## src/logic/fetch_pipeline_params.svh

```systemverilog
`ifndef FETCH_PIPELINE_PARAMS_SVH
`define FETCH_PIPELINE_PARAMS_SVH

// ----------------------------------------
// Register map
// ----------------------------------------
`define REG_PC_LOW_BYTE 4'h0
`define REG_PC_UPPER_BITS 4'h1
`define REG_STATUS 4'h2
`define REG_ACCUMULATOR 4'h3

// ----------------------------------------
// Reset and vector values
// ----------------------------------------
`define RESET_VECTOR 12'h000
`define PC_WIDTH 12
`define PAGE_BITS 8
`define PHASE_COUNT 4

`endif

```

## src/logic/fetch_pipeline_pkg.sv

```systemverilog
package fetch_pipeline_pkg;

	// Four instruction clock phases
	typedef enum logic [1:0] {
		fetch_phase,
		decode_phase,
		execute_phase,
		writeback_phase
	} phase_t;

	// Instruction class presented by the decoder
	typedef enum logic [2:0] {
		op_plain,
		op_jump,
		op_call,
		op_skip,
		op_alu
	} op_class_t;

	// Arithmetic unit operations
	typedef enum logic [3:0] {
		alu_add,
		alu_sub,
		alu_and,
		alu_or,
		alu_xor,
		alu_cpl,
		alu_rr,
		alu_rl,
		alu_inc,
		alu_dec,
		alu_pass
	} alu_op_t;

	// Cycle kind that the sequencer runs
	typedef enum logic {
		cycle_normal,
		cycle_dummy
	} cycle_t;

endpackage

```

## src/logic/mcu_fetch_pipeline_pc.sv

```systemverilog
`timescale 1ns/100ps
`include "fetch_pipeline_params.svh"

// Overview of operation
// - Four non-overlapping phases form one instruction cycle
// - Counter advances and fetches in fetch phase
// - Phases two to four decode and execute
// - Fetch overlaps execute, one instruction per cycle
// - Jump and call take two machine cycles
// - Counter increments except on non-consecutive transfers
// - Jump, call, interrupt, reset load target directly
// - Taken skip discards fetched word, dummy cycle
// - Only low byte readable and writable by software
// - Low byte write jumps within current page
// - Low byte write inserts one dummy cycle
// - Eight-bit arithmetic unit through the accumulator
// - Low byte write keeps upper bits unchanged
// - Execution starts at location zero after reset
module mcu_fetch_pipeline_pc import fetch_pipeline_pkg::*; #(
	parameter int PC_W = `PC_WIDTH,
	parameter int INSTR_W = 15
) (
	input wire logic clock_i,
	input wire logic arst_n_i,
	input wire logic clk_en_i,
	// Program memory
	output logic [PC_W-1:0] fetch_addr_o,
	output logic fetch_strobe_o,
	input wire logic [INSTR_W-1:0] fetch_data_i,
	// Decoded view of the instruction in execution
	input wire logic [2:0] op_class_i,
	input wire logic [3:0] alu_op_i,
	input wire logic [7:0] operand_i,
	input wire logic [PC_W-1:0] target_i,
	input wire logic skip_cond_i,
	// Interrupt vector request
	input wire logic vector_req_i,
	input wire logic [PC_W-1:0] vector_addr_i,
	output logic vector_ack_o,
	// Register port
	input wire logic [3:0] reg_addr_i,
	input wire logic [7:0] reg_wdata_i,
	input wire logic reg_wr_i,
	input wire logic reg_rd_i,
	output logic [7:0] reg_rdata_o,
	// Pipeline status
	output logic [1:0] phase_o,
	output logic [INSTR_W-1:0] exec_instr_o,
	output logic exec_valid_o,
	output logic dummy_cycle_o,
	output logic [7:0] accumulator_o,
	output logic carry_o,
	output logic zero_o
);

	// ----------------------------------------
	// Phase sequencing
	// ----------------------------------------
	phase_t phase;
	cycle_t cycle_kind;
	logic [PC_W-1:0] pc;
	logic [INSTR_W-1:0] fetched_word;
	logic [INSTR_W-1:0] exec_instr;
	logic exec_valid;
	logic [7:0] acc;
	logic carry;
	logic zero;
	logic pcl_write_pending;
	logic [7:0] pcl_wdata;
	logic redirect;
	logic [PC_W-1:0] next_pc;
	logic next_dummy;
	op_class_t op_class;
	alu_op_t alu_op;
	logic [8:0] alu_result;

	assign op_class = op_class_t'(op_class_i);
	assign alu_op = alu_op_t'(alu_op_i);

	// Phase counter wraps after four phases
	always_ff @(posedge clock_i or negedge arst_n_i) begin
		if (!arst_n_i) begin
			phase <= fetch_phase;
		end else if (clk_en_i) begin
			phase <= phase_t'(phase + 2'd1);
		end
	end

	// ----------------------------------------
	// Redirect decision at end of writeback
	// ----------------------------------------
	// Decided in last phase so the next fetch phase uses it
	always_comb begin
		redirect = 1'b0;
		next_pc = pc + {{(PC_W-1){1'b0}}, 1'b1};
		next_dummy = 1'b0;
		if (exec_valid && cycle_kind == cycle_normal) begin
			unique case (op_class)
				op_jump, op_call: begin
					redirect = 1'b1;
					next_pc = target_i;
					next_dummy = 1'b1;
				end
				op_skip: begin
					if (skip_cond_i) begin
						next_dummy = 1'b1;
					end else begin
						next_dummy = 1'b0;
					end
				end
				op_plain, op_alu: begin
					next_dummy = 1'b0;
				end
				default: begin
					next_dummy = 1'b0;
				end
			endcase
		end
		if (pcl_write_pending) begin
			redirect = 1'b1;
			next_pc = {pc[PC_W-1:`PAGE_BITS], pcl_wdata};
			next_dummy = 1'b1;
		end
		if (vector_req_i) begin
			redirect = 1'b1;
			next_pc = vector_addr_i;
			next_dummy = 1'b1;
		end
	end

	// ----------------------------------------
	// Program counter
	// ----------------------------------------
	// Counter moves only at the start of the fetch phase
	always_ff @(posedge clock_i or negedge arst_n_i) begin
		if (!arst_n_i) begin
			pc <= PC_W'(`RESET_VECTOR);
		end else if (clk_en_i && phase == writeback_phase) begin
			pc <= next_pc;
		end
	end

	// ----------------------------------------
	// Fetch and execute registers
	// ----------------------------------------
	// Word fetched in the fetch phase waits in a holding register
	always_ff @(posedge clock_i or negedge arst_n_i) begin
		if (!arst_n_i) begin
			fetched_word <= '0;
		end else if (clk_en_i && phase == fetch_phase) begin
			fetched_word <= fetch_data_i;
		end
	end

	// Fetched word executes in the next cycle, or is discarded as a dummy
	always_ff @(posedge clock_i or negedge arst_n_i) begin
		if (!arst_n_i) begin
			exec_instr <= '0;
			exec_valid <= 1'b0;
			cycle_kind <= cycle_dummy;
		end else if (clk_en_i && phase == writeback_phase) begin
			exec_instr <= fetched_word;
			exec_valid <= !next_dummy;
			cycle_kind <= next_dummy ? cycle_dummy : cycle_normal;
		end
	end

	// Acknowledge a vector when it is taken
	always_ff @(posedge clock_i or negedge arst_n_i) begin
		if (!arst_n_i) begin
			vector_ack_o <= 1'b0;
		end else if (clk_en_i) begin
			vector_ack_o <= vector_req_i && phase == writeback_phase;
		end
	end

	// ----------------------------------------
	// Software access to the low byte
	// ----------------------------------------
	// A write is held until the end of the current cycle
	always_ff @(posedge clock_i or negedge arst_n_i) begin
		if (!arst_n_i) begin
			pcl_write_pending <= 1'b0;
			pcl_wdata <= 8'h00;
		end else if (clk_en_i) begin
			if (reg_wr_i && reg_addr_i == `REG_PC_LOW_BYTE) begin
				pcl_write_pending <= 1'b1;
				pcl_wdata <= reg_wdata_i;
			end else if (phase == writeback_phase) begin
				pcl_write_pending <= 1'b0;
			end
		end
	end

	// Read data one cycle after the strobe
	always_ff @(posedge clock_i or negedge arst_n_i) begin
		if (!arst_n_i) begin
			reg_rdata_o <= 8'h00;
		end else if (clk_en_i) begin
			if (reg_rd_i) begin
				unique case (reg_addr_i)
					`REG_PC_LOW_BYTE: reg_rdata_o <= pc[7:0];
					`REG_STATUS: reg_rdata_o <= {4'h0, cycle_kind == cycle_dummy, zero, carry, exec_valid};
					`REG_ACCUMULATOR: reg_rdata_o <= acc;
					default: reg_rdata_o <= 8'h00;
				endcase
			end else begin
				reg_rdata_o <= 8'h00;
			end
		end
	end

	// ----------------------------------------
	// Eight-bit arithmetic unit
	// ----------------------------------------
	always_comb begin
		unique case (alu_op)
			alu_add: alu_result = {1'b0, acc} + {1'b0, operand_i};
			alu_sub: alu_result = {1'b0, acc} - {1'b0, operand_i};
			alu_and: alu_result = {carry, acc & operand_i};
			alu_or: alu_result = {carry, acc | operand_i};
			alu_xor: alu_result = {carry, acc ^ operand_i};
			alu_cpl: alu_result = {carry, ~acc};
			alu_rr: alu_result = {acc[0], carry, acc[7:1]};
			alu_rl: alu_result = {acc[7], acc[6:0], carry};
			alu_inc: alu_result = {carry, acc + 8'h01};
			alu_dec: alu_result = {carry, acc - 8'h01};
			alu_pass: alu_result = {carry, operand_i};
			default: alu_result = {carry, acc};
		endcase
	end

	// Result lands in the accumulator at the end of the execute phase
	always_ff @(posedge clock_i or negedge arst_n_i) begin
		if (!arst_n_i) begin
			acc <= 8'h00;
			carry <= 1'b0;
			zero <= 1'b0;
		end else if (clk_en_i && phase == execute_phase && exec_valid && op_class == op_alu) begin
			acc <= alu_result[7:0];
			carry <= alu_result[8];
			zero <= alu_result[7:0] == 8'h00;
		end
	end

	// ----------------------------------------
	// Outputs
	// ----------------------------------------
	assign fetch_addr_o = pc;
	assign fetch_strobe_o = phase == fetch_phase;
	assign phase_o = phase;
	assign exec_instr_o = exec_instr;
	assign exec_valid_o = exec_valid;
	assign dummy_cycle_o = cycle_kind == cycle_dummy;
	assign accumulator_o = acc;
	assign carry_o = carry;
	assign zero_o = zero;

	// ----------------------------------------
	// Assertions
	// ----------------------------------------
	phase_order_a: assert property (@(posedge clock_i) disable iff (!arst_n_i)
		clk_en_i && phase == writeback_phase |=> phase == fetch_phase)
		else $error("phase did not wrap to fetch");

	pc_hold_a: assert property (@(posedge clock_i) disable iff (!arst_n_i)
		clk_en_i && phase != writeback_phase |=> $stable(pc))
		else $error("counter moved outside fetch start");

	pc_incr_a: assert property (@(posedge clock_i) disable iff (!arst_n_i)
		clk_en_i && phase == writeback_phase && !redirect |=> pc == $past(pc) + 12'h001)
		else $error("counter did not increment");

	jump_load_a: assert property (@(posedge clock_i) disable iff (!arst_n_i)
		clk_en_i && phase == writeback_phase && exec_valid && cycle_kind == cycle_normal
		&& op_class == op_jump && !pcl_write_pending && !vector_req_i |=> pc == $past(target_i))
		else $error("jump target not loaded");

	jump_dummy_a: assert property (@(posedge clock_i) disable iff (!arst_n_i)
		clk_en_i && phase == writeback_phase && next_dummy |=> cycle_kind == cycle_dummy)
		else $error("branch lacks second cycle");

	pcl_page_a: assert property (@(posedge clock_i) disable iff (!arst_n_i)
		clk_en_i && phase == writeback_phase && pcl_write_pending && !vector_req_i
		|=> pc[11:8] == $past(pc[11:8]) && pc[7:0] == $past(pcl_wdata))
		else $error("low byte jump left page");

	pcl_dummy_a: assert property (@(posedge clock_i) disable iff (!arst_n_i)
		clk_en_i && phase == writeback_phase && pcl_write_pending |=> !exec_valid)
		else $error("no dummy after low byte write");

	skip_nodummy_a: assert property (@(posedge clock_i) disable iff (!arst_n_i)
		clk_en_i && phase == writeback_phase && exec_valid && cycle_kind == cycle_normal
		&& op_class == op_skip && !skip_cond_i && !pcl_write_pending && !vector_req_i
		|=> cycle_kind == cycle_normal)
		else $error("untaken skip inserted dummy");

	read_low_a: assert property (@(posedge clock_i) disable iff (!arst_n_i)
		clk_en_i && reg_rd_i && reg_addr_i == 4'h1 |=> reg_rdata_o == 8'h00)
		else $error("upper bits became addressable");

	dummy_quiet_a: assert property (@(posedge clock_i) disable iff (!arst_n_i)
		clk_en_i && phase == writeback_phase && cycle_kind == cycle_dummy && !pcl_write_pending && !vector_req_i
		|=> pc == $past(pc) + 12'h001)
		else $error("dummy cycle redirected the counter");

	exec_shift_a: assert property (@(posedge clock_i) disable iff (!arst_n_i)
		clk_en_i && phase == writeback_phase |=> exec_instr == $past(fetched_word))
		else $error("fetched word not passed to execute");

	exec_hold_a: assert property (@(posedge clock_i) disable iff (!arst_n_i)
		clk_en_i && phase != writeback_phase |=> $stable(exec_instr) && $stable(exec_valid))
		else $error("executing word changed mid cycle");

	freeze_hold_a: assert property (@(posedge clock_i) disable iff (!arst_n_i)
		!clk_en_i |=> $stable(phase) && $stable(pc))
		else $error("state moved while clock enable low");

	vector_take_a: assert property (@(posedge clock_i) disable iff (!arst_n_i)
		clk_en_i && phase == writeback_phase && vector_req_i |=> vector_ack_o && pc == $past(vector_addr_i))
		else $error("vector not loaded or acknowledged");

	read_idle_a: assert property (@(posedge clock_i) disable iff (!arst_n_i)
		clk_en_i && !reg_rd_i |=> reg_rdata_o == 8'h00)
		else $error("read data outside its cycle");

	alu_add_a: assert property (@(posedge clock_i) disable iff (!arst_n_i)
		clk_en_i && phase == execute_phase && exec_valid && op_class == op_alu && alu_op == alu_add
		|=> {carry, acc} == {1'b0, $past(acc)} + {1'b0, $past(operand_i)})
		else $error("eight bit add result wrong");

	pcl_clear_a: assert property (@(posedge clock_i) disable iff (!arst_n_i)
		clk_en_i && phase == writeback_phase && !(reg_wr_i && reg_addr_i == `REG_PC_LOW_BYTE)
		|=> !pcl_write_pending)
		else $error("low byte write applied twice");

	cover_jump_c: cover property (@(posedge clock_i) disable iff (!arst_n_i)
		phase == writeback_phase && op_class == op_jump && exec_valid);
	cover_skip_c: cover property (@(posedge clock_i) disable iff (!arst_n_i)
		phase == writeback_phase && op_class == op_skip && skip_cond_i && exec_valid);
	cover_pcl_c: cover property (@(posedge clock_i) disable iff (!arst_n_i)
		phase == writeback_phase && pcl_write_pending);
	cover_vector_c: cover property (@(posedge clock_i) disable iff (!arst_n_i)
		phase == writeback_phase && vector_req_i && clk_en_i);
	cover_alu_c: cover property (@(posedge clock_i) disable iff (!arst_n_i)
		phase == execute_phase && op_class == op_alu && exec_valid && clk_en_i);

endmodule

```

## config.mk

```make
export PLATFORM = sky130hd
export DESIGN_NAME = mcu_fetch_pipeline_pc
export DESIGN_NICKNAME = d
export VERILOG_FILES = /design/src/logic/fetch_pipeline_pkg.sv /design/src/logic/mcu_fetch_pipeline_pc.sv
export VERILOG_INCLUDE_DIRS = /design/src /design/src/logic
export SDC_FILE = /design/constraint.sdc
export NUM_CORES = 1
export LEC_CHECK = 0
export ABC_AREA = 1
export BUFFER_PORTS_ARGS = -buffer_cell sky130_fd_sc_hd__buf_2
export CORE_AREA = 4 4 107 109
export CTS_CLUSTER_DIAMETER = 100
export DETAILED_ROUTE_END_ITERATION = 16
export DIE_AREA = 0 0 111 113
export GPL_TIMING_DRIVEN = 1
export PLACE_DENSITY_LB_ADDON = 0.08
export SYNTH_ARGS = -nofsm -noshare
export SYNTH_HDL_FRONTEND = slang
export SYNTH_SLANG_ARGS = --single-unit
```

## constraint.sdc

```tcl
create_clock -name clock_i -period 4.75 [get_ports clock_i]
set_clock_uncertainty 0.1 [all_clocks]
set_input_delay 1.425 -clock clock_i [delete_from_list [all_inputs] [get_ports clock_i]]
set_output_delay 1.425 -clock clock_i [all_outputs]
set_load 0.05 [all_outputs]
```

## Word-level counts from Yosys, hierarchy flattened

Index checks and enable logic that the tools add are counted.

- Input bits: 73
- Output and inout bits: 51
- Flip-flop bits (word level): 74

- Reduce and logical (&&, ||, !) cells: 20
- Mux-type cells: 15
- Add/subtract/negate cells: 6
- Bitwise gates (word level): 12
- Eq/ne operators: 19

Operator list:

| operator | number |
|---|---|
| 9-bit one-hot mux with 11 select lines | 1 |
| 12-bit two-way mux | 4 |
| 8-bit one-hot mux with 3 select lines | 1 |
| 4-bit by 2-bit equality test with 1-bit output, second input constant | 4 |
| 4-bit by 3-bit equality test with 1-bit output, second input constant | 4 |
| 12-bit by 1-bit adder with 12-bit output, second input constant | 1 |
| 4-bit equality test, second input constant | 3 |
| 8-bit by 8-bit adder with 9-bit output | 1 |
| 9-bit AND reduction | 1 |
| 8-bit by 8-bit subtractor with 9-bit output | 1 |
| 8-bit by 1-bit adder with 8-bit output, second input constant | 1 |
| 8-bit AND | 1 |
| 1-bit logical AND | 8 |
| 4-bit logical NOT | 2 |
| 8-bit logical NOT | 1 |
| 8-bit two-way mux | 1 |
| 1-bit inverter | 8 |
| 8-bit inverter | 1 |
| 8-bit bitwise OR | 1 |
| 8-bit by 1-bit subtractor with 8-bit output, second input constant | 1 |
| 8-bit bitwise XOR | 1 |
| 1-bit two-way mux | 7 |
| 3-bit by 2-bit equality test with 1-bit output, second input constant | 2 |
| 2-bit AND reduction | 3 |
| 12 further kinds | 13 |

## Depth between registers and ports, before layout

Gate-level depths: netlist of the first run.

- Depth after elaboration: 7
- Mapped depth: 21
- Mapped depth without buffers: 21

## Worst setup path after synthesis of the first run

No wires, ideal clock.

- Path kind: input to register
- Start: in alu_op_i[3]
- End: reg zero (netlist: zero_o)
- Buffers on the path: 0
- Stages: 16
- Slack: 1.040 ns
- Data arrival time: 3.544 ns
- Cells stage by stage: inv_2 > nand2_1 > nor2_1 > nor2_1 > xor2_1 > ha_1 > a21o_1 > o21bai_1 > or2_2 > a21oi_1 > nand2_1 > nand2_1 > nand3_1 > nor2_1 > nand2_1 > nand2_1

- Word-level cells in the longest chain between the ends: 3
- Elaborated cells on any way between the ends: 13
- Those cells by class: eq/ne: 10; mux: 1; reduce/logical: 2

RTL lines:

| element | line | text |
|---|---|---|
| start: declaration | mcu_fetch_pipeline_pc.sv:32 | `input wire logic [3:0] alu_op_i,` |
| 4-bit equality test (tied with other cells) | mcu_fetch_pipeline_pc.sv:217 | `unique case (alu_op)` |
| 9-bit one-hot mux with 11 select lines (*) | mcu_fetch_pipeline_pc.sv:217 |  |
| 8-bit logical NOT (*) | mcu_fetch_pipeline_pc.sv:242 | `zero <= alu_result[7:0] == 8'h00;` |
| end signal: assignment | mcu_fetch_pipeline_pc.sv:238 | `zero <= 1'b0;` |
| end signal: assignment | mcu_fetch_pipeline_pc.sv:242 |  |
| end: declaration | mcu_fetch_pipeline_pc.sv:67 | `logic zero;` |

Mark *: on every way between the ends. The rest lies on a longest branch, timed or not.
A chain may end at the register's enable or synchronous reset.

## Final worst setup path of the first run

- Start: in alu_op_i[1]
- End: reg zero (netlist: zero_o)

The elaborated chain is that of the path after synthesis.

==> reports/summary.txt, run 1 <==
status -> complete, no violations
Sw Ratio -> 0.527
Slew @ Worst Pin -> 963 ps
number of flops mapped to enable cells by yosys -> 0
library cell with the largest summed area after synthesis -> sky130_fd_sc_hd__dfrtp_1
sort of element at the start of the critical path -> primary input
post-placement setup slack -> 535 ps
Rows -> 38
Top-Level Pins -> 124
total cell area at the placement stage -> 5900 um^2
slowest stage cell, crit path -> sky130_fd_sc_hd__nor2_1
kind of end point of the critical path -> flop
number of design rule violations left after detail routing -> 0
least setup slack across all paths after layout -> 886 ps
Worst path max stage delay -> 380 ps
Skew-Pair Late Insertion Delay -> 360 ps
number of global-route vias before repair -> 5135
worst min-delay path class -> reg2reg
final cell area excluding filler cells -> 6090 um^2
f_max -> 259 MHz
multi-input combinational cell area -> 2870 um^2
final wirelength -> 14900 um
number of filler cells placed in the layout -> 1043
Sw Pwr -> 1.70 mW
crit share post-route -> 0.814
buffer and inverter count on the worst path -> 2
min cycle time layout -> 3860 ps
sequential share of power -> 0.330
placed instance count -> 961
Core Box Area -> 10600 um^2
root buffer selected by CTS -> sky130_fd_sc_hd__clkbuf_8
Sequential cell area -> 1850 um^2
combinational share of power -> 0.523
Post-CTS Hold Buffers -> 0
buffers inserted by post-CTS timing repair -> 0
synthesized instance count -> 714
Fin. Hold Viols -> 0
Leak Pwr -> 3.20 nW
Max Fanout on Critical Path -> 7
detail-routed net length per standard cell -> 15.2 um
final weighted congestion of routability-driven global placement -> 0.908
kind of cell with the highest combined delay on the critical path -> simple AND/OR/NAND/NOR gates
layout overhead on the synthesized area -> 17.8%
final-report max-slew violation count -> 0
Final setup violation count -> 0
crit path from -> alu_op_i[1]
R2R Path Start -> accumulator_o[0]
Synth async-reset ratio -> 1.00
Sum Neg Setup Slack -> 0 ps
number of antenna violations at the first check in global routing -> 0
count of input and output buffers -> 123
fraction of layout instances using a drive strength above 1 -> 0.205
worst path required time -> 4960 ps
Vias/cell -> 5.36
nets -> 936
synth warn -> 0
biggest area contributors in the synthesized netlist -> sky130_fd_sc_hd__dfrtp_1 35%, sky130_fd_sc_hd__nand2_1 12%, sky130_fd_sc_hd__ha_1 7.3%
diodes inserted -> 0
Die Span X -> 111 um
part of the total power dissipated in the clock network -> 0.148
Starting Density -> 0.488
setup repair after global routing missed its margin -> no
internal power component -> 1.53 mW
Syn Area/Cell -> 7.24 um^2
tightest slew margin relative to the limit -> 0.358
H-tree level count -> 3
dominant cell type by count on the critical path -> sky130_fd_sc_hd__nand2_1
total via count in the routed design -> 5236
post-synthesis sequential element count -> 74
reported max-cap violation count -> 0
fraction of synthesized cell area taken by the top area cell type -> 0.353
Starting DRT DRC Count -> 345
Post-DRT Antenna Nets -> 0
first-pass GRT wire length -> 24700 um
number of distinct library cells after synthesis -> 44
detailed-placement wirelength estimate -> 11500 um
overall fraction of global-route tracks in use -> 0.242
endpoint arrival time on the critical path -> 4070 ps
TritonCTS clock tree -> built
overall power of the completed layout -> 3.23 mW
power density over the cells -> 531 nW/um^2
Net Count, Synth -> 818
detailed-routing iteration count for the pre-antenna-repair pass -> 5
cells traversed along the worst timing path -> buf_2 > inv_2 > nand2_1 > nor2_1 > nor2_1 > xor2_1 > ha_1 > a21o_1 > o21bai_1 > or2_2 > a21oi_1 > nand2_1 > nand2_1 > nand3_1 > nor2_1 > nand2_1 > nand2_1
most common cell after layout, fill and taps aside -> sky130_fd_sc_hd__nand2_1
final instance count without filler cells -> 977
total CTS buffers -> 9
largest net degree at the start of global routing -> 75
residual overflow from global routing -> 0
worst-case vdd ir drop -> 437 uV
maximum buffer depth of the clock tree -> 2
combined area of all synthesized cells -> 5170 um^2
total die area -> 12500 um^2
die height -> 113 um
post-cts repair resize count -> 0
Post-synth top flop -> sky130_fd_sc_hd__dfrtp_1
CTS sink cnt -> 74
share of synthesized area occupied by flip-flops and latches -> 0.358
highest-count cells in the layout ignoring fill and taps -> 172 x sky130_fd_sc_hd__nand2_1, 122 x sky130_fd_sc_hd__buf_2, 88 x sky130_fd_sc_hd__inv_1
Setup CP Type -> in2reg
startpoint of the worst hold path -> exec_instr_o[7]
clock-pin transition on the worst setup and hold timing paths -> 90 ps
## logic make-up (layout without fill, tap and decap cells)
logic type | Yosys count | after routing | share of synthesized area
buffers and inverters | 116 | 239 | 0.0859
AOI/OAI and AO/OA | 159 | 159 | 0.181
and+or+nand+nor | 312 | 312 | 0.257
adders and majority gates | 31 | 31 | 0.0765
muxes | 9 | 9 | 0.0194
xor gates and xnor gates | 13 | 13 | 0.0220
DFF | 74 | 74 | 0.358
## through the flow
step	util	hold slack [ps]
after CTS	0.574	389
after floorplan	-	378
final	0.574	386
after detailed placement	0.556	368
after global routing	0.574	412
after global placement	0.556	362
## routing by layer
metal	up-vias	global-route usage	part of all wire
met1	2434	0.309	0.43
met3	31	0.0658	0.076
met5	-	0	0
met4	0	0.0961	0.026
met2	168	0.391	0.47
li1	2603	-	-
## synth_stat cells, types with 2 or more instances
cell / number
sky130_fd_sc_hd__a21o_1: 2
sky130_fd_sc_hd__nor3_1: 8
sky130_fd_sc_hd__o211ai_1: 9
sky130_fd_sc_hd__inv_1: 88
sky130_fd_sc_hd__o21bai_1: 2
sky130_fd_sc_hd__nor2_4: 4
sky130_fd_sc_hd__nor2_1: 71
sky130_fd_sc_hd__nand2_2: 6
sky130_fd_sc_hd__nand3b_1: 2
sky130_fd_sc_hd__a21oi_1: 38
sky130_fd_sc_hd__a31oi_1: 4
sky130_fd_sc_hd__nand2_1: 172
sky130_fd_sc_hd__o21ai_1: 3
sky130_fd_sc_hd__xor2_1: 13
sky130_fd_sc_hd__a221oi_1: 5
sky130_fd_sc_hd__nand3_1: 35
sky130_fd_sc_hd__or2_2: 2
sky130_fd_sc_hd__dfrtp_1: 73
sky130_fd_sc_hd__o21ai_0: 58
sky130_fd_sc_hd__nand4_1: 5
sky130_fd_sc_hd__ha_1: 30
sky130_fd_sc_hd__inv_2: 5
sky130_fd_sc_hd__o2111ai_1: 6
sky130_fd_sc_hd__clkinv_1: 6
sky130_fd_sc_hd__o22ai_1: 19
sky130_fd_sc_hd__mux2_2: 8
sky130_fd_sc_hd__clkbuf_1: 14
sky130_fd_sc_hd__a22oi_1: 7
sky130_fd_sc_hd__nand3_2: 2
sky130_fd_sc_hd__a41oi_1: 3
## worst paths after layout
check                      depth (start not counted)  slack [ps]          endpoint
setup / recovery                                  17         890            zero_o
setup reg to reg                                  16        1930            zero_o
min in group asynchronous                          1        1110   exec_instr_o[4]
max in group asynchronous                          1        2810  accumulator_o[0]
hold reg to reg                                    2         390   exec_instr_o[7]
hold / removal                                     2         390   exec_instr_o[7]
## area by class of cell
class / count / share of cell area
repair buffers: 124 / 0.103
clock buffers: 9 / 0.0203
multi-input cells: 524 / 0.472
clock inverters: 7 / 0.0109
inverters: 99 / 0.0610
flip-flops and latches: 74 / 0.304
well taps: 140 / 0.0288
## state kept, by name, summed over array words and instances, names as in the netlist
register,cells
exec_valid_o,1
fetch_addr_o,12
pcl_wdata,8
vector_ack_o,1
exec_instr_o,15
zero_o,1
accumulator_o,8
fetched_word,15
pcl_write_pending,1
reg_rdata_o,8
phase_o,2
dummy_cycle_o,1
carry_o,1
## worst min-delay path, delay by kind of cell, from the launching register on
kind	cells	cell delay, ps
compound gates	1	60
flops	1	350
simple gates	1	50
## power by group through the flow
stage	clock network [mW]	registers, mW	logic, mW
5_1_grt	0.520	1.10	1.86
3_3_place_gp	0	1.07	1.66
2_1_floorplan	0	1.56	0.753
6_report	0.477	1.07	1.69
3_5_place_dp	0	1.07	1.69
4_1_cts	0.495	1.06	1.70
Power figures use the tool's default switching activity.
==> run 2, diff against run 1 <==
--- a/config.mk
+++ b/config.mk
@@ -8,10 +8,10 @@
 export LEC_CHECK = 0
 export ABC_AREA = 1
 export BUFFER_PORTS_ARGS = -buffer_cell sky130_fd_sc_hd__buf_2
-export CORE_AREA = 4 4 107 109
+export CORE_AREA = 4 4 108 110
 export CTS_CLUSTER_DIAMETER = 100
 export DETAILED_ROUTE_END_ITERATION = 16
-export DIE_AREA = 0 0 111 113
+export DIE_AREA = 0 0 112 114
 export GPL_TIMING_DRIVEN = 1
 export PLACE_DENSITY_LB_ADDON = 0.08
 export SYNTH_ARGS = -nofsm -noshare
==> constraint.sdc (replaced) <==
create_clock -name clock_i -period 3.25 [get_ports clock_i]
set_clock_uncertainty 0.1 [all_clocks]
set_input_delay 0.975 -clock clock_i [delete_from_list [all_inputs] [get_ports clock_i]]
set_output_delay 0.975 -clock clock_i [all_outputs]
set_load 0.05 [all_outputs]
==> run 2 against run 1 <==
  * Utilization rose by 2.4 points
  * Design area grew 5.1%
  * Global-route usage hardly changed
  * Routed wire length increased by 3.2%
  * Sequential power up 45%
  * Flip-flop and latch count stayed put
  * Worst hold slack got worse by 0.82 ps
  * Critical path depth is 1 lower
  * Combinational power grew 54%
  * Setup slack worse by 730 ps
  * Via count increased by 2.5%
  * Largest cell class unchanged
  * Largest power group unchanged
  * Highest routed layer unchanged
==> reports/summary.txt, run 2 (synthesized netlist as in run 1, its figures left out) <==
slowest stage cell, crit path -> sky130_fd_sc_hd__ha_1
total CTS buffers -> 9
residual overflow from global routing -> 0
diodes inserted -> 0
die height -> 114 um
fraction of layout instances using a drive strength above 1 -> 0.243
Core Box Area -> 10700 um^2
sort of element at the start of the critical path -> primary input
detailed route wirelength on metal2 -> 7230 um
layout overhead on the synthesized area -> 23.8%
most common cell after layout, fill and taps aside -> sky130_fd_sc_hd__nand2_1
Vias/cell -> 5.29
buffer and inverter count on the worst path -> 3
detailed-routing iteration count for the pre-antenna-repair pass -> 7
status -> complete, no violations
dominant cell type by count on the critical path -> sky130_fd_sc_hd__nand2_1
crit share post-route -> 0.953
final hold slack -> 385 ps
final wirelength -> 15400 um
Rows -> 38
nets -> 975
Final setup violation count -> 0
worst path required time -> 3410 ps
worst min-delay path class -> reg2reg
endpoint arrival time on the critical path -> 3260 ps
buffers inserted by post-CTS timing repair -> 0
number of global-route vias before repair -> 5129
Setup CP Type -> in2reg
number of antenna violations at the first check in global routing -> 0
first-pass GRT wire length -> 25100 um
Leak Pwr -> 3.39 nW
total via count in the routed design -> 5367
post-layout util -> 0.598
power density over the cells -> 760 nW/um^2
reported max-cap violation count -> 0
kind of end point of the critical path -> flop
sum of routed wire segments on met1 -> 6610 um
largest net degree at the start of global routing -> 75
met3 WL post-DR -> 1140 um
total die area -> 12800 um^2
Starting DRT DRC Count -> 346
Worst path max stage delay -> 310 ps
Fin. Hold Viols -> 0
number of filler cells placed in the layout -> 1039
overall fraction of global-route tracks in use -> 0.242
Skew-Pair Late Insertion Delay -> 350 ps
Die Span X -> 112 um
Starting Density -> 0.483
highest-count cells in the layout ignoring fill and taps -> 172 x sky130_fd_sc_hd__nand2_1, 122 x sky130_fd_sc_hd__buf_2, 88 x sky130_fd_sc_hd__inv_1
final instance count without filler cells -> 1015
tightest slew margin relative to the limit -> 0.364
cells traversed along the worst timing path -> buf_2 > buf_4 > nor3_1 > nand2_1 > o22ai_1 > xor2_1 > ha_1 > nand2_1 > inv_1 > nand2_1 > nand3_1 > a21o_1 > and2_1 > o21bai_1 > nand3_1 > a31oi_1
min cycle time layout -> 3100 ps
H-tree level count -> 3
final-report max-slew violation count -> 0
root buffer selected by CTS -> sky130_fd_sc_hd__clkbuf_8
Slew @ Worst Pin -> 955 ps
crit path from -> operand_i[1]
CTS sink cnt -> 74
setup repair after global routing missed its margin -> no
Max Fanout on Critical Path -> 6
TritonCTS clock tree -> built
placed instance count -> 1000
detailed-placement wirelength estimate -> 12000 um
number of design rule violations left after detail routing -> 0
clock-pin transition on the worst setup and hold timing paths -> 80 ps
Post-DRT Antenna Nets -> 0
kind of cell with the highest combined delay on the critical path -> simple AND/OR/NAND/NOR gates
maximum buffer depth of the clock tree -> 2
overall power of the completed layout -> 4.86 mW
f_max -> 323 MHz
R2R Path Start -> accumulator_o[0]
final weighted congestion of routability-driven global placement -> 0.899
detail-routed net length per standard cell -> 15.1 um
worst-case vdd ir drop -> 575 uV
highest signal layer in the routed design -> met4
Top-Level Pins -> 124
count of input and output buffers -> 123
Post-CTS Hold Buffers -> 0
startpoint of the worst hold path -> exec_instr_o[2]
run 2: changes by cell type in the layout (fill, tap and decap cells not counted), sizes merged:
cell / change
buf: +39
inv: -6
clkinvlp: +2
bufinv: +1
clkbuf: +1
clkinv: +1
run 2: routing by layer:
metal / GRT usage / vias to the layer above
met5: 0 / -
met4: 0.0889 / 0
met3: 0.0531 / 29
li1: - / 2676
met1: 0.313 / 2465
met2: 0.399 / 197
run 2: path summary, 6_finish.rpt:
path,end,cells after the start,slack (ps)
max in group asynchronous,vector_ack_o,1,1760
hold reg to reg,exec_instr_o[2],2,390
hold / removal,exec_instr_o[2],2,390
min in group asynchronous,exec_instr_o[4],1,660
setup / recovery,carry_o,16,150
setup reg to reg,zero_o,16,640
run 2: power by group:
part / internal (mW) / switching [mW] / total [mW]
Combinational: 0.765 / 1.84 / 2.61
Sequential: 1.26 / 0.289 / 1.55
Clock: 0.368 / 0.341 / 0.710
Total: 2.39 / 2.47 / 4.86
run 2: tightest hold or removal path: stages (launching register included):
cell and delay, ps:
sky130_fd_sc_hd__dfrtp_1 340, sky130_fd_sc_hd__nand2_1 50, sky130_fd_sc_hd__o21ai_0 60
run 2: repair_timing:
action / in CTS / in global routing
gates resized for setup: 0 / 4
setup endpoints to repair: 0 / 4
endpoints found under the hold margin: 0 / 0
run 2: final cells by class:
class	instances	area, um^2	area share
flip-flops and latches	74	1850	0.289
multi-input cells	524	2890	0.452
clock buffers	10	138	0.0215
inverters	99	372	0.0581
repair buffers	163	918	0.143
clock inverters	5	55.1	0.00860
well taps	140	175	0.0274
run 2: per-stage QoR:
step | setup WS [ps] | area, um^2 | TNS, ps
6_report | 153 | 6400 | 0
5_1_grt | 4.82 | 6400 | 0
4_1_cts | 153 | 6390 | 0
3_5_place_dp | -220 | 6190 | -904
3_3_place_gp | -157 | 6190 | -606
2_1_floorplan | 70.3 | 5170 | 0
==> run 3, diff against run 2 <==
--- a/config.mk
+++ b/config.mk
@@ -7,13 +7,14 @@
 export NUM_CORES = 1
 export LEC_CHECK = 0
 export ABC_AREA = 1
-export BUFFER_PORTS_ARGS = -buffer_cell sky130_fd_sc_hd__buf_2
-export CORE_AREA = 4 4 108 110
+export CORE_AREA = 4 4 107 109
 export CTS_CLUSTER_DIAMETER = 100
 export DETAILED_ROUTE_END_ITERATION = 16
-export DIE_AREA = 0 0 112 114
+export DIE_AREA = 0 0 111 113
+export DONT_BUFFER_PORTS = 1
 export GPL_TIMING_DRIVEN = 1
 export PLACE_DENSITY_LB_ADDON = 0.08
+export SKIP_LAST_GASP = 1
 export SYNTH_ARGS = -nofsm -noshare
 export SYNTH_HDL_FRONTEND = slang
 export SYNTH_SLANG_ARGS = --single-unit
==> constraint.sdc (replaced) <==
create_clock -name clock_i -period 2.6 [get_ports clock_i]
set_clock_uncertainty 0.1 [all_clocks]
set_input_delay 0.78 -clock clock_i [delete_from_list [all_inputs] [get_ports clock_i]]
set_output_delay 0.78 -clock clock_i [all_outputs]
set_load 0.05 [all_outputs]
==> run 3 against run 2 <==
  * The run now ends with negative setup slack left
  * Clock-buffer cell count grew 1
  * Worst hold slack lost 240 ps
  * Highest routed layer unchanged
  * Flip-flop and latch count is the same
  * Global-route usage grew 0.92 points
==> reports/summary.txt, run 3 (synthesized netlist as in run 1, its figures left out) <==
Worst path max stage delay -> 340 ps
fraction of layout instances using a drive strength above 1 -> 0.195
Rows -> 38
Max Fanout on Critical Path -> 6
highest-count cells in the layout ignoring fill and taps -> 166 x sky130_fd_sc_hd__nand2_1, 84 x sky130_fd_sc_hd__inv_1, 73 x sky130_fd_sc_hd__dfrtp_1
Most Crowded Layer GR -> met2
Starting DRT DRC Count -> 301
diodes inserted -> 0
total die area -> 12500 um^2
setup repair after global routing missed its margin -> yes
number of design rule violations left after detail routing -> 0
Top-Level Pins -> 124
worst path required time -> 2790 ps
final weighted congestion of routability-driven global placement -> 0.920
Reg2Reg Setup Slack -> 170 ps
Sequential cell area -> 1850 um^2
Final setup violation count -> 3
layout overhead on the synthesized area -> 22.9%
number of antenna violations at the first check in global routing -> 0
root buffer selected by CTS -> sky130_fd_sc_hd__clkbuf_8
Leak Pwr -> 3.11 nW
Post-DRT Antenna Nets -> 0
final cell area excluding filler cells -> 6350 um^2
tightest slew margin relative to the limit -> 0.564
sort of element at the start of the critical path -> primary input
f_max -> 378 MHz
failing checks -> negative setup slack
grt met1 use -> 0.311
Fin. Hold Viols -> 0
Starting Density -> 0.488
H-tree level count -> 3
detailed-routing iteration count for the pre-antenna-repair pass -> 5
Slew @ Worst Pin -> 654 ps
min cycle time layout -> 2650 ps
residual overflow from global routing -> 0
final-report max-slew violation count -> 0
worst min-delay path class -> in2async
final wirelength -> 16000 um
maximum buffer depth of the clock tree -> 2
reported max-cap violation count -> 0
nets -> 888
met2 GRT Util -> 0.416
first-pass GRT wire length -> 25600 um
Core Box Area -> 10600 um^2
detail-routed net length per standard cell -> 17.2 um
post-placement setup slack -> -507 ps
post-layout util -> 0.599
count of input and output buffers -> 0
kind of end point of the critical path -> flop
detailed-placement wirelength estimate -> 12200 um
dominant cell type by count on the critical path -> sky130_fd_sc_hd__nand2_1
overall fraction of global-route tracks in use -> 0.251
die height -> 113 um
Sum Neg Setup Slack -> -93.8 ps
Vias/cell -> 5.53
met3 global-route usage -> 0.0722
number of filler cells placed in the layout -> 983
Skew-Pair Late Insertion Delay -> 350 ps
endpoint arrival time on the critical path -> 2840 ps
total cell area at the placement stage -> 5930 um^2
status -> finished, violations left
total CTS buffers -> 9
total via count in the routed design -> 5137
slowest stage cell, crit path -> sky130_fd_sc_hd__ha_1
TritonCTS clock tree -> built
least setup slack across all paths after layout -> -46.4 ps
cells traversed along the worst timing path -> inv_4 > nand2_4 > nor2_4 > nor2_1 > xor2_1 > ha_1 > a21o_1 > o21bai_4 > or2_4 > a21oi_2 > nand2_1 > nand2_1 > nand3_1 > nor2_1 > nand2_1 > nand2_1
multi-input combinational cell area -> 3070 um^2
worst-case vdd ir drop -> 763 uV
Die Span X -> 111 um
largest net degree at the start of global routing -> 63
CTS sink cnt -> 74
clock-pin transition on the worst setup and hold timing paths -> 80 ps
Setup CP Type -> in2reg
R2R Path Start -> accumulator_o[0]
number of global-route vias before repair -> 5133
power density over the cells -> 976 nW/um^2
most common cell after layout, fill and taps aside -> sky130_fd_sc_hd__nand2_1
crit path from -> alu_op_i[1]
crit share post-route -> 1.02
run 3: through the flow:
stage	std cells	total power, mW	hold WS [ps]
after floorplan	714	4.29	378
after global placement	908	5.13	387
after detailed placement	908	5.21	386
after CTS	924	6.16	3.40
after global routing	929	6.65	118
final	929	6.20	141
run 3: layout make-up:
cell class,count,area share
Multi-Input combinational cell,524,0.483
Sequential cell,74,0.292
Timing Repair Buffer,76,0.0959
Inverter,99,0.0695
Tap cell,140,0.0276
Clock buffer,11,0.0222
Clock inverter,5,0.00984
run 3: what timing repair did:
item                                   in CTS  in global routing
setup endpoints to repair                   4                  6
endpoints found under the hold margin       2                 27
buffers inserted                            0                  1
pin swaps                                   5                 22
gates resized for setup                     9                 27
hold buffers                                2                  4
run 3: worst max-delay path: cells and delay by family:
family	cells	cell delay, ps
buf+inv	1	70
xor+xnor	1	140
simple gates	10	960
compound gates	3	540
fa+ha+maj	1	340
run 3: final timing paths:
| path | endpoint | cells past startpoint |
|---|---|---|
| setup / recovery | zero_o | 16 |
| hold / removal | exec_instr_o[3] | 1 |
| setup reg to reg | zero_o | 16 |
| hold reg to reg | fetched_word[10] | 2 |
| max in group asynchronous | pcl_wdata[3] | 1 |
| min in group clock_i | fetched_word[10] | 2 |
run 3: where the power goes:
| group | internal (mW) | leakage (nW) | total [mW] | switching, mW |
|---|---|---|---|---|
| Clock | 0.475 | 0.0962 | 0.924 | 0.449 |
| Combinational | 1.01 | 2.11 | 2.80 | 1.78 |
| Sequential | 1.56 | 0.902 | 2.48 | 0.918 |
run 3: routing by layer:
metal  part of all wire  vias up
met1               0.40     2377
met4              0.029        0
met2               0.49      208
met5                  0        -
li1                   -     2517
met3              0.085       35
